<file path="src/rtl/bib_pkg.sv">
package bib_pkg;
   localparam int BIB_AW = 8;
   localparam int BIB_DW = 32;
   // Register byte addresses
   localparam logic [7:0] BIB_OPT_ADDR = 8'h20;
   localparam logic [7:0] BIB_IDHI_ADDR = 8'h24;
   localparam logic [7:0] BIB_IDLO_ADDR = 8'h28;
   localparam logic [7:0] BIB_CTRL_ADDR = 8'h2c;
   // Bus options field positions
   localparam int BIB_BMC_BIT = 28;
   localparam int BIB_PMC_BIT = 27;
   localparam int BIB_ACC_LSB = 16;
   localparam int BIB_ACC_MSB = 23;
   localparam int BIB_REC_LSB = 12;
   localparam int BIB_REC_MSB = 15;
   localparam int BIB_GEN_LSB = 6;
   localparam int BIB_GEN_MSB = 7;
   localparam int BIB_SPD_LSB = 0;
   localparam int BIB_SPD_MSB = 2;
   localparam logic [31:0] BIB_OPT_UNUSED_MASK = 32'h07000f38;
   // Control register field positions
   localparam int BIB_ROM_BIT = 0;
   localparam int BIB_HILOCK_BIT = 1;
   localparam int BIB_LOLOCK_BIT = 2;
   localparam int BIB_LINKEN_BIT = 17;
   // Reset and constant values
   localparam logic [3:0] BIB_REC_RESET = 4'ha;
   localparam logic [3:0] BIB_REC_MIN = 4'h8;
   localparam logic [2:0] BIB_LINK_SPEED = 3'h2;
   localparam logic [7:0] BIB_ACC_RESET = 8'h00;
   localparam logic [1:0] BIB_GEN_RESET = 2'h0;
   localparam logic [31:0] BIB_ID_RESET = 32'h00000000;

   typedef enum logic {BIB_ID_OPEN, BIB_ID_LOCKED} bib_id_e;

   // Largest block record in bytes for a code: 2^(code+1)
   function automatic logic [16:0] bib_rec_bytes(input logic [3:0] code);
      logic [4:0] sh;
      sh = {1'b0, code} + 5'h01;
      return 17'h00001 << sh;
   endfunction
endpackage

</file>
<file path="src/rtl/bib_idreg.sv">
`timescale 1ns/1ns
module bib_idreg
   import bib_pkg::*;
(
   input wire logic mclk,
   input wire logic rst,
   input wire logic rom_mode,
   input wire logic rom_we,
   input wire logic [31:0] rom_data,
   input wire logic sw_we,
   input wire logic [31:0] sw_data,
   output logic [31:0] value,
   output logic locked
);
   bib_id_e state;
   logic take_rom;
   logic take_sw;

   // Only the source matching the detected mode may fill the register
   assign take_rom = rom_mode & rom_we & (state == BIB_ID_OPEN);
   assign take_sw = ~rom_mode & sw_we & (state == BIB_ID_OPEN);
   assign locked = (state == BIB_ID_LOCKED);

   always_ff @(posedge mclk or posedge rst) begin
      if (rst) begin
         state <= BIB_ID_OPEN;
      end else begin
         case (state)
            BIB_ID_OPEN: begin
               if (take_rom | take_sw) begin
                  state <= BIB_ID_LOCKED;
               end
            end
            BIB_ID_LOCKED: begin
               state <= BIB_ID_LOCKED;
            end
            default: begin
               state <= BIB_ID_OPEN;
            end
         endcase
      end
   end

   always_ff @(posedge mclk or posedge rst) begin
      if (rst) begin
         value <= BIB_ID_RESET;
      end else if (take_rom) begin
         value <= rom_data;
      end else if (take_sw) begin
         value <= sw_data;
      end
   end
endmodule // bib_idreg

</file>
<file path="src/rtl/bib_blkchk.sv">
`timescale 1ns/1ns
module bib_blkchk
   import bib_pkg::*;
(
   input wire logic mclk,
   input wire logic rst,
   input wire logic [3:0] max_rec,
   input wire logic blk_len_valid,
   input wire logic [15:0] blk_len,
   output logic ack_type_error
);
   logic too_long;

   assign too_long = ({1'b0, blk_len} > bib_rec_bytes(max_rec));

   always_ff @(posedge mclk or posedge rst) begin
      if (rst) begin
         ack_type_error <= 1'b0;
      end else begin
         ack_type_error <= blk_len_valid & too_long;
      end
   end
endmodule // bib_blkchk

</file>
<file path="src/rtl/bib_regs.sv">
// Design decision made here: the APB slave port.
`timescale 1ns/1ns
module bib_regs
   import bib_pkg::*;
(
   input wire logic mclk,
   input wire logic rst,
   input wire logic psel,
   input wire logic penable,
   input wire logic pwrite,
   input wire logic [bib_pkg::BIB_AW-1:0] paddr,
   input wire logic [bib_pkg::BIB_DW-1:0] pwdata,
   output logic [bib_pkg::BIB_DW-1:0] prdata,
   output logic pready,
   output logic pslverr,
   input wire logic soft_rst,
   input wire logic host_bus_rst,
   input wire logic rom_present,
   input wire logic rom_load_valid,
   input wire logic rom_load_upper,
   input wire logic [31:0] rom_load_data,
   input wire logic blk_len_valid,
   input wire logic [15:0] blk_len,
   output logic ack_type_error,
   output logic link_enable_control,
   output logic bus_manager_capable,
   output logic power_manager_capable,
   output logic [7:0] clock_accuracy,
   output logic [3:0] max_rec_code,
   output logic [1:0] generation,
   output logic [31:0] unique_id_upper_quadlet,
   output logic [31:0] unique_id_lower_quadlet,
   output logic rom_detected
);
   import bib_pkg::*;

   logic setup;
   logic acc_done;
   logic wr_done;
   logic mapped;
   logic [31:0] next_rdata;
   logic [31:0] opt_word;
   logic [31:0] ctrl_word;
   logic started;
   logic load_armed;
   logic rom_we_hi;
   logic rom_we_lo;
   logic sw_we_hi;
   logic sw_we_lo;
   logic hi_locked;
   logic lo_locked;

   assign setup = psel & ~penable;
   assign acc_done = psel & penable & pready;
   assign wr_done = acc_done & pwrite;

   assign mapped = (paddr == BIB_OPT_ADDR) | (paddr == BIB_IDHI_ADDR) |
                   (paddr == BIB_IDLO_ADDR) | (paddr == BIB_CTRL_ADDR);

   always_comb begin
      opt_word = 32'h00000000;
      opt_word[BIB_BMC_BIT] = bus_manager_capable;
      opt_word[BIB_PMC_BIT] = power_manager_capable;
      opt_word[BIB_ACC_MSB:BIB_ACC_LSB] = clock_accuracy;
      opt_word[BIB_REC_MSB:BIB_REC_LSB] = max_rec_code;
      opt_word[BIB_GEN_MSB:BIB_GEN_LSB] = generation;
      opt_word[BIB_SPD_MSB:BIB_SPD_LSB] = BIB_LINK_SPEED;
   end

   always_comb begin
      ctrl_word = 32'h00000000;
      ctrl_word[BIB_ROM_BIT] = rom_detected;
      ctrl_word[BIB_HILOCK_BIT] = hi_locked;
      ctrl_word[BIB_LOLOCK_BIT] = lo_locked;
      ctrl_word[BIB_LINKEN_BIT] = link_enable_control;
   end

   always_comb begin
      next_rdata = 32'h00000000;
      case (paddr)
         BIB_OPT_ADDR: next_rdata = opt_word;
         BIB_IDHI_ADDR: next_rdata = unique_id_upper_quadlet;
         BIB_IDLO_ADDR: next_rdata = unique_id_lower_quadlet;
         BIB_CTRL_ADDR: next_rdata = ctrl_word;
         default: next_rdata = 32'h00000000;
      endcase
   end

   // One wait-free access phase: answer is ready on the first access cycle
   always_ff @(posedge mclk or posedge rst) begin
      if (rst) begin
         pready <= 1'b0;
      end else begin
         pready <= setup;
      end
   end

   always_ff @(posedge mclk or posedge rst) begin
      if (rst) begin
         prdata <= 32'h00000000;
      end else if (setup) begin
         prdata <= pwrite ? 32'h00000000 : next_rdata;
      end
   end

   always_ff @(posedge mclk or posedge rst) begin
      if (rst) begin
         pslverr <= 1'b0;
      end else if (setup) begin
         pslverr <= ~mapped;
      end else if (acc_done) begin
         pslverr <= 1'b0;
      end
   end

   always_ff @(posedge mclk or posedge rst) begin
      if (rst) begin
         bus_manager_capable <= 1'b0;
         power_manager_capable <= 1'b0;
      end else if (wr_done && paddr == BIB_OPT_ADDR) begin
         bus_manager_capable <= pwdata[BIB_BMC_BIT];
         power_manager_capable <= pwdata[BIB_PMC_BIT];
      end
   end

   always_ff @(posedge mclk or posedge rst) begin
      if (rst) begin
         clock_accuracy <= BIB_ACC_RESET;
         generation <= BIB_GEN_RESET;
      end else if (wr_done && paddr == BIB_OPT_ADDR) begin
         clock_accuracy <= pwdata[BIB_ACC_MSB:BIB_ACC_LSB];
         generation <= pwdata[BIB_GEN_MSB:BIB_GEN_LSB];
      end
   end

   always_ff @(posedge mclk or posedge rst) begin
      if (rst) begin
         max_rec_code <= BIB_REC_RESET;
      end else if (wr_done && paddr == BIB_OPT_ADDR &&
                   pwdata[BIB_REC_MSB:BIB_REC_LSB] >= BIB_REC_MIN) begin
         max_rec_code <= pwdata[BIB_REC_MSB:BIB_REC_LSB];
      end
   end

   // Soft reset drops the link but keeps the bus options
   always_ff @(posedge mclk or posedge rst) begin
      if (rst) begin
         link_enable_control <= 1'b0;
      end else if (soft_rst) begin
         link_enable_control <= 1'b0;
      end else if (wr_done && paddr == BIB_CTRL_ADDR) begin
         link_enable_control <= pwdata[BIB_LINKEN_BIT];
      end
   end

   // ROM presence is caught after release and on each host bus reset,
   // so a strap that settles late is still seen.
   always_ff @(posedge mclk or posedge rst) begin
      if (rst) begin
         started <= 1'b0;
         rom_detected <= 1'b0;
      end else begin
         started <= 1'b1;
         if (!started || host_bus_rst) begin
            rom_detected <= rom_present;
         end
      end
   end

   // load only after host bus reset
   always_ff @(posedge mclk or posedge rst) begin
      if (rst) begin
         load_armed <= 1'b0;
      end else if (host_bus_rst) begin
         load_armed <= 1'b1;
      end
   end

   assign rom_we_hi = load_armed & ~host_bus_rst & rom_load_valid & rom_load_upper;
   assign rom_we_lo = load_armed & ~host_bus_rst & rom_load_valid & ~rom_load_upper;
   assign sw_we_hi = wr_done & (paddr == BIB_IDHI_ADDR);
   assign sw_we_lo = wr_done & (paddr == BIB_IDLO_ADDR);

   bib_idreg u_id_hi (
      .mclk(mclk),
      .rst(rst),
      .rom_mode(rom_detected),
      .rom_we(rom_we_hi),
      .rom_data(rom_load_data),
      .sw_we(sw_we_hi),
      .sw_data(pwdata),
      .value(unique_id_upper_quadlet),
      .locked(hi_locked)
   );

   bib_idreg u_id_lo (
      .mclk(mclk),
      .rst(rst),
      .rom_mode(rom_detected),
      .rom_we(rom_we_lo),
      .rom_data(rom_load_data),
      .sw_we(sw_we_lo),
      .sw_data(pwdata),
      .value(unique_id_lower_quadlet),
      .locked(lo_locked)
   );

   bib_blkchk u_blkchk (
      .mclk(mclk),
      .rst(rst),
      .max_rec(max_rec_code),
      .blk_len_valid(blk_len_valid),
      .blk_len(blk_len),
      .ack_type_error(ack_type_error)
   );

   // Helper copies for the checks below
   logic [31:0] last_wdata;
   logic [15:0] last_len;
   always_ff @(posedge mclk or posedge rst) begin
      if (rst) begin
         last_wdata <= 32'h00000000;
         last_len <= 16'h0000;
      end else begin
         last_wdata <= pwdata;
         last_len <= blk_len;
      end
   end
endmodule // bib_regs

</file>
<file path="config.mk">
export PLATFORM = sky130hd
export DESIGN_NAME = bib_regs
export DESIGN_NICKNAME = d
export VERILOG_FILES = /design/src/rtl/bib_pkg.sv /design/src/rtl/bib_idreg.sv /design/src/rtl/bib_blkchk.sv /design/src/rtl/bib_regs.sv
export SDC_FILE = /design/constraint.sdc
export NUM_CORES = 1
export LEC_CHECK = 0
export BUFFER_PORTS_ARGS = -buffer_cell sky130_fd_sc_hd__clkbuf_2
export CORE_AREA = 3 3 116 118
export DETAILED_ROUTE_END_ITERATION = 8
export DIE_AREA = 0 0 119 121
export MAX_ROUTING_LAYER = met4
export PLACE_DENSITY = 0.8
export SLEW_MARGIN = 20
export SYNTH_ARGS = -nofsm -noshare
export SYNTH_HDL_FRONTEND = slang
export SYNTH_SLANG_ARGS = --single-unit
</file>
<file path="constraint.sdc">
create_clock -name mclk -period 4.3 [get_ports mclk]
set_input_delay 0.215 -clock mclk [delete_from_list [all_inputs] [get_ports mclk]]
set_output_delay 0.215 -clock mclk [all_outputs]
set_load 0.02 [all_outputs]
</file>
Yosys cells after proc, flatten, opt, wreduce, memory -nomap -nowiden --
Index checks and enable logic that the tools add are counted.
Storage, ports and cells: register bits after elaboration 121, input port bits 99, output and inout bits 117
Operators by class: add/subtract/negate cells 1, magnitude comparators 2, equality and inequality tests 4, shift-type cells 1, muxes and demuxes 14, bitwise operators 31, reductions and logical operators 9
Operators by type and width (count):
- $mux W32 | 5
- $pmux W32 S4 | 1
- $eq A8 B6 Y1 const B | 4
- $and A1 B1 Y1 | 19
- $gt A16 B17 Y1 | 1
- $shl A1 B5 Y17 const A | 1
- $reduce_bool A2 Y1 | 4
- $not A1 Y1 | 7
- $mux W1 | 6
- $add A4 B1 Y5 const B | 1
- $or A1 B1 Y1 | 5
- $ge A4 B4 Y1 const B | 1
- $pmux W1 S2 | 2
- $logic_and A1 B1 Y1 | 3
- $logic_not A1 Y1 | 1
- $logic_or A1 B1 Y1 | 1

Depth between registers and ports, before layout --
depth after elaboration 9, mapped depth 8

By module --
From an unflattened synthesis, not the netlist that was laid out.
Unflattened totals: cells, all modules 539, area total of the unflattened synthesis 6173.4 um2
Modules (own cells, without submodules):
- bib_idreg | instances 2, cells an instance 116, area an instance 1522.7 um2, seq. area each 825.8 um2
- bib_regs | instances 1, cells an instance 239, area an instance 2636.3 um2, seq. area each 1353.8 um2
- bib_blkchk | instances 1, cells an instance 68, area an instance 491.7 um2, seq. area each 25.0 um2

Least setup slack after synthesis --
No wires, ideal clock.
path type flip-flop to flip-flop, start point reg max_rec_code[2], end point reg u_blkchk.ack_type_error, library setup time 0.133 ns, arrival 1.989 ns, required time 4.167 ns, slack 2.178 ns, cell stages (with the launch flop) 9, buffers on the path 1, clock period less this slack 2.122 ns, cells stage by stage dfrtp_1 > clkbuf_1 > nor2b_1 > nand2_1 > ha_1 > a21o_1 > a21o_1 > a221oi_1 > a211oi_1
On the way: longest elaborated chain between the ends 4
RTL lines:
- start, declared | line bib_regs.sv:29 | output logic [3:0] max_rec_code,
- start signal, assigned | line bib_regs.sv:141 | max_rec_code <= pwdata[BIB_REC_MSB:BIB_REC_LSB];
- $add A4 B1 Y5 | line bib_pkg.sv:39 | sh = {1'b0, code} + 5'h01;
- $shl A1 B5 Y17 | line bib_pkg.sv:40 | return 17'h00001 << sh;
- $gt A16 B17 Y1 | line bib_blkchk.sv:14 | assign too_long = ({1'b0, blk_len} > bib_rec_bytes(max_rec));
- $and A1 B1 Y1 | line bib_blkchk.sv:20 | ack_type_error <= blk_len_valid & too_long;
- end signal, assigned | line bib_blkchk.sv:20
- end, declared | line bib_blkchk.sv:10 | output logic ack_type_error
Every way passes these cells. A chain may end at the register's enable or synchronous reset.

Worst setup path after layout --
start point reg rom_detected, end point reg u_id_lo.value[14]
On the way: longest elaborated chain between the ends 4, elaborated cells on any way between the ends 7, those cells by class mux (1); bitwise (5); reduce/logical (1)
RTL lines:
- start, declared | line bib_regs.sv:33 | output logic rom_detected
- start signal, assigned | line bib_regs.sv:165 | rom_detected <= rom_present;
- $not A1 Y1 | line bib_idreg.sv:21 | assign take_sw = ~rom_mode & sw_we & (state == BIB_ID_OPEN);
- $and A1 B1 Y1 (2 in a row) | line bib_idreg.sv:21
- $reduce_bool A2 Y1 (no source line)
- end signal, assigned | line bib_idreg.sv:48 | value <= rom_data;
- end signal, assigned | line bib_idreg.sv:50 | value <= sw_data;
- end, declared | line bib_idreg.sv:12 | output logic [31:0] value,
Parallel ways exist; a longest one is shown, timed or not.

==> results.json <==
{
  "grt_pass1_vias": 5462,
  "path_cells": "nand4b_1, or3_2, o41ai_4, buf_4, mux2_2",
  "crit_buf_inv": 1,
  "clock_sinks": 121,
  "synthFlopType": "dfrtp_1",
  "ys_seq_area_share_pct": 47.9,
  "slew_violations": 0,
  "routabilityCongestion": 0.902,
  "dr.pass1.iters": 4,
  "io_pins": 216,
  "yosysMostFrequentCell": "mux2_2",
  "p_total_mw": 4.26,
  "fin_area_um2": 8110,
  "pwr-share-clk_pct": 31.5,
  "drive_gt1_share_pct": 56.6,
  "synth.largest_area_cell": "dfrtp_1",
  "hold_violations": 0,
  "syn_area_um2": 6330,
  "cts_buffers": 17,
  "vias_per_cell": 5.69,
  "drv_cap": 0,
  "synthesis.instances": 503,
  "critPathKind": "register to register",
  "critPathMaxFanout": 33,
  "synthTopCellsByCount": "mux2_2, dfrtp_1, a22o_1, nand2_1",
  "ant_nets": 0,
  "internal-power_mw": 2.82,
  "worst-path-stages": 5,
  "synth_mux_area_share_pct": 28.8,
  "synth-adder-area-share_pct": 3.16,
  "fin_crit_ns": 2.62,
  "gr-total-overflow": 0,
  "rr_worst_depth": 5,
  "die_area_um2": 14400,
  "clkTransAtPathRegs_ns": 0.05,
  "start_util_pct": 50.3,
  "slowest_delay_ns": 0.90,
  "syn2layout_area_growth_pct": 28.2,
  "setup_violations": 0,
  "synth_edf_count": 0,
  "wl_per_cell_um": 20.2,
  "grt_pass1_wl_um": 28800,
  "drc": 0,
  "sw_frac_of_total_pct": 33.7,
  "synth_area_leaders": "dfrtp_1, mux2_2, a22o_1",
  "synth-simple-area-share_pct": 6.80,
  "fin_setup_tns_ns": 0,
  "ys_types": 37,
  "nets": 830,
  "rows": 41,
  "fill_cells": 967,
  "rsz0062_at_grt": "no",
  "antenna_cells": 0,
  "endpoint_kind": "register",
  "cp_top_family": "simple AND/OR/NAND/NOR gates",
  "powerDensity_nw_per_um2": 525,
  "outcome": "finished clean",
  "irDropWorstVdd_uv": 416,
  "coreArea_um2": 12600,
  "sequentialPowerShare_pct": 39.9,
  "max-slew-margin-rel_pct": 25.5,
  "cts-root-buf": "clkbuf_16",
  "hpwl_um": 12700,
  "grt_antenna_before_repair": 0,
  "cts_tree": "yes",
  "fmax_mhz": 381,
  "clock_latency_ns": 0.40,
  "die-width_um": 119,
  "clk_path_buf_depth": 2,
  "synth_top_family_by_area": "multiplexers",
  "cp-start-kind": "register",
  "ys.warnings.count": 0,
  "switching_power_mw": 1.43,
  "htree_levels": 4,
  "p_leak_nw": 4.04,
  "min-delay-path-class": "input port to register",
  "drt_iter0_markers": 286,
  "p_comb_share_pct": 28.5,
  "async_flop_share_pct": 100,
  "synth_area_per_cell_um2": 12.6,
  "synth_compound_area_share_pct": 10.1,
  "grt_max_degree": 44,
  "cp.arrival_ns": 2.90,
  "synth_xor_xnor_area_share_pct": 0,
  "wl_um": 18200,
  "ys_ff_latch": 121,
  "vias": 5122,
  "numPortBuffers": 215,
  "tightest_slew_ns": 1.11,
  "cts_resized": 0,
  "holdPathStages": 2,
  "place_area_um2": 7530,
  "die_h_um": 121,
  "slowest_stage": "or3_2",
  "worst_ep_required_time_ns": 4.58,
  "period_share_pct": 61.0,
  "syn_nets": 618,
  "skew_ns": 0.0106,
  "synth.top_cell.area_share_pct": 47.1,
  "gr-usage-all-layers_pct": 26.2
}
## through the flow
stage,worst slack (ns),hold slack (ns),std cells,util [%]
after floorplan,0.874,0.278,503,-
after global placement,1.80,0.290,866,59.9
after detailed placement,1.74,0.295,866,59.9
after CTS,1.71,0.0473,900,64.6
after global routing,1.62,0.0385,900,64.6
final,1.68,0.0621,900,64.6
## path summary, 6_finish.rpt
| kind | from | endpoint | slack, ns |
|---|---|---|---|
| max in group asynchronous | rst | u_id_lo.value[7] | 2.94 |
| hold reg to reg | load_armed | load_armed | 0.47 |
| min in group asynchronous | rst | prdata[9] | 0.41 |
| setup / recovery | rom_detected | u_id_lo.value[14] | 1.68 |
| hold / removal | rom_present | rom_detected | 0.06 |
| setup reg to reg | rom_detected | u_id_lo.value[14] | 1.68 |
## flip-flops by register name (all words and copies together) (netlist names), 2 cells and up
register and cells:
clock_accuracy 8, generation 2, max_rec_code 4, prdata 32, u_id_hi.value 32, u_id_lo.value 32
## cells in the final DEF, fill, tap and decap left out, types with 8 or more instances in the layout
cell / netlist / final
clkbuf_2: 0 / 215
ha_1: 16 / 16
dfrtp_1: 119 / 119
o21ai_0: 18 / 18
mux2i_1: 16 / 16
nor2_1: 9 / 9
nand2_1: 31 / 31
buf_4: 0 / 9
a21oi_1: 8 / 8
clkbuf_16: 0 / 17
a22o_1: 48 / 48
nand3_1: 10 / 10
mux2_2: 143 / 143
## power groups by stage
stage	clock network [mW]	logic [mW]	registers, mW
final	1.34	1.22	1.70
after global routing	1.42	1.30	1.74
after CTS	1.36	1.23	1.70
after detailed placement	0	1.22	1.71
after global placement	0	1.19	1.69
after floorplan	0	0.423	1.99
## worst register-to-register path: cells and delay by family, from the launching register on
family          cells  cell delay (ns)
flops               1             0.48
simple gates        2             1.10
mux                 1             0.38
buf+inv             1             0.36
compound gates      1             0.18
## final cells by class
type	count	area (um2)	area share [%]
sequential	121	3030	37.3
inverter	5	21.3	0.262
tap	172	215	2.65
clock inverter	3	40.0	0.493
timing repair buffer	226	1160	14.3
multi-input combinational	344	3120	38.5
clock buffer	29	520	6.41
## layer usage
metal | GRT usage, % | part of all wire, %
met2 | 43.4 | 50
met5 | - | 0
met1 | 31.8 | 41
met3 | 5.59 | 7.0
met4 | 9.78 | 2.2
## repair_timing
| item | CTS | global route |
|---|---|---|
| endpoints found under the hold margin | 40 | 0 |
| hold buffers | 2 | 0 |
| setup buffers | 0 | 0 |
## cell families after synthesis
logic type / count (synthesis)
multiplexers: 162
buffers and inverters: 38
AND/OR/NAND/NOR: 82
AO/OA/AOI/OAI: 82
other: 2
adder cells (fa/ha/maj): 16
flip-flops: 121
(Power assumes the default switching activity.)
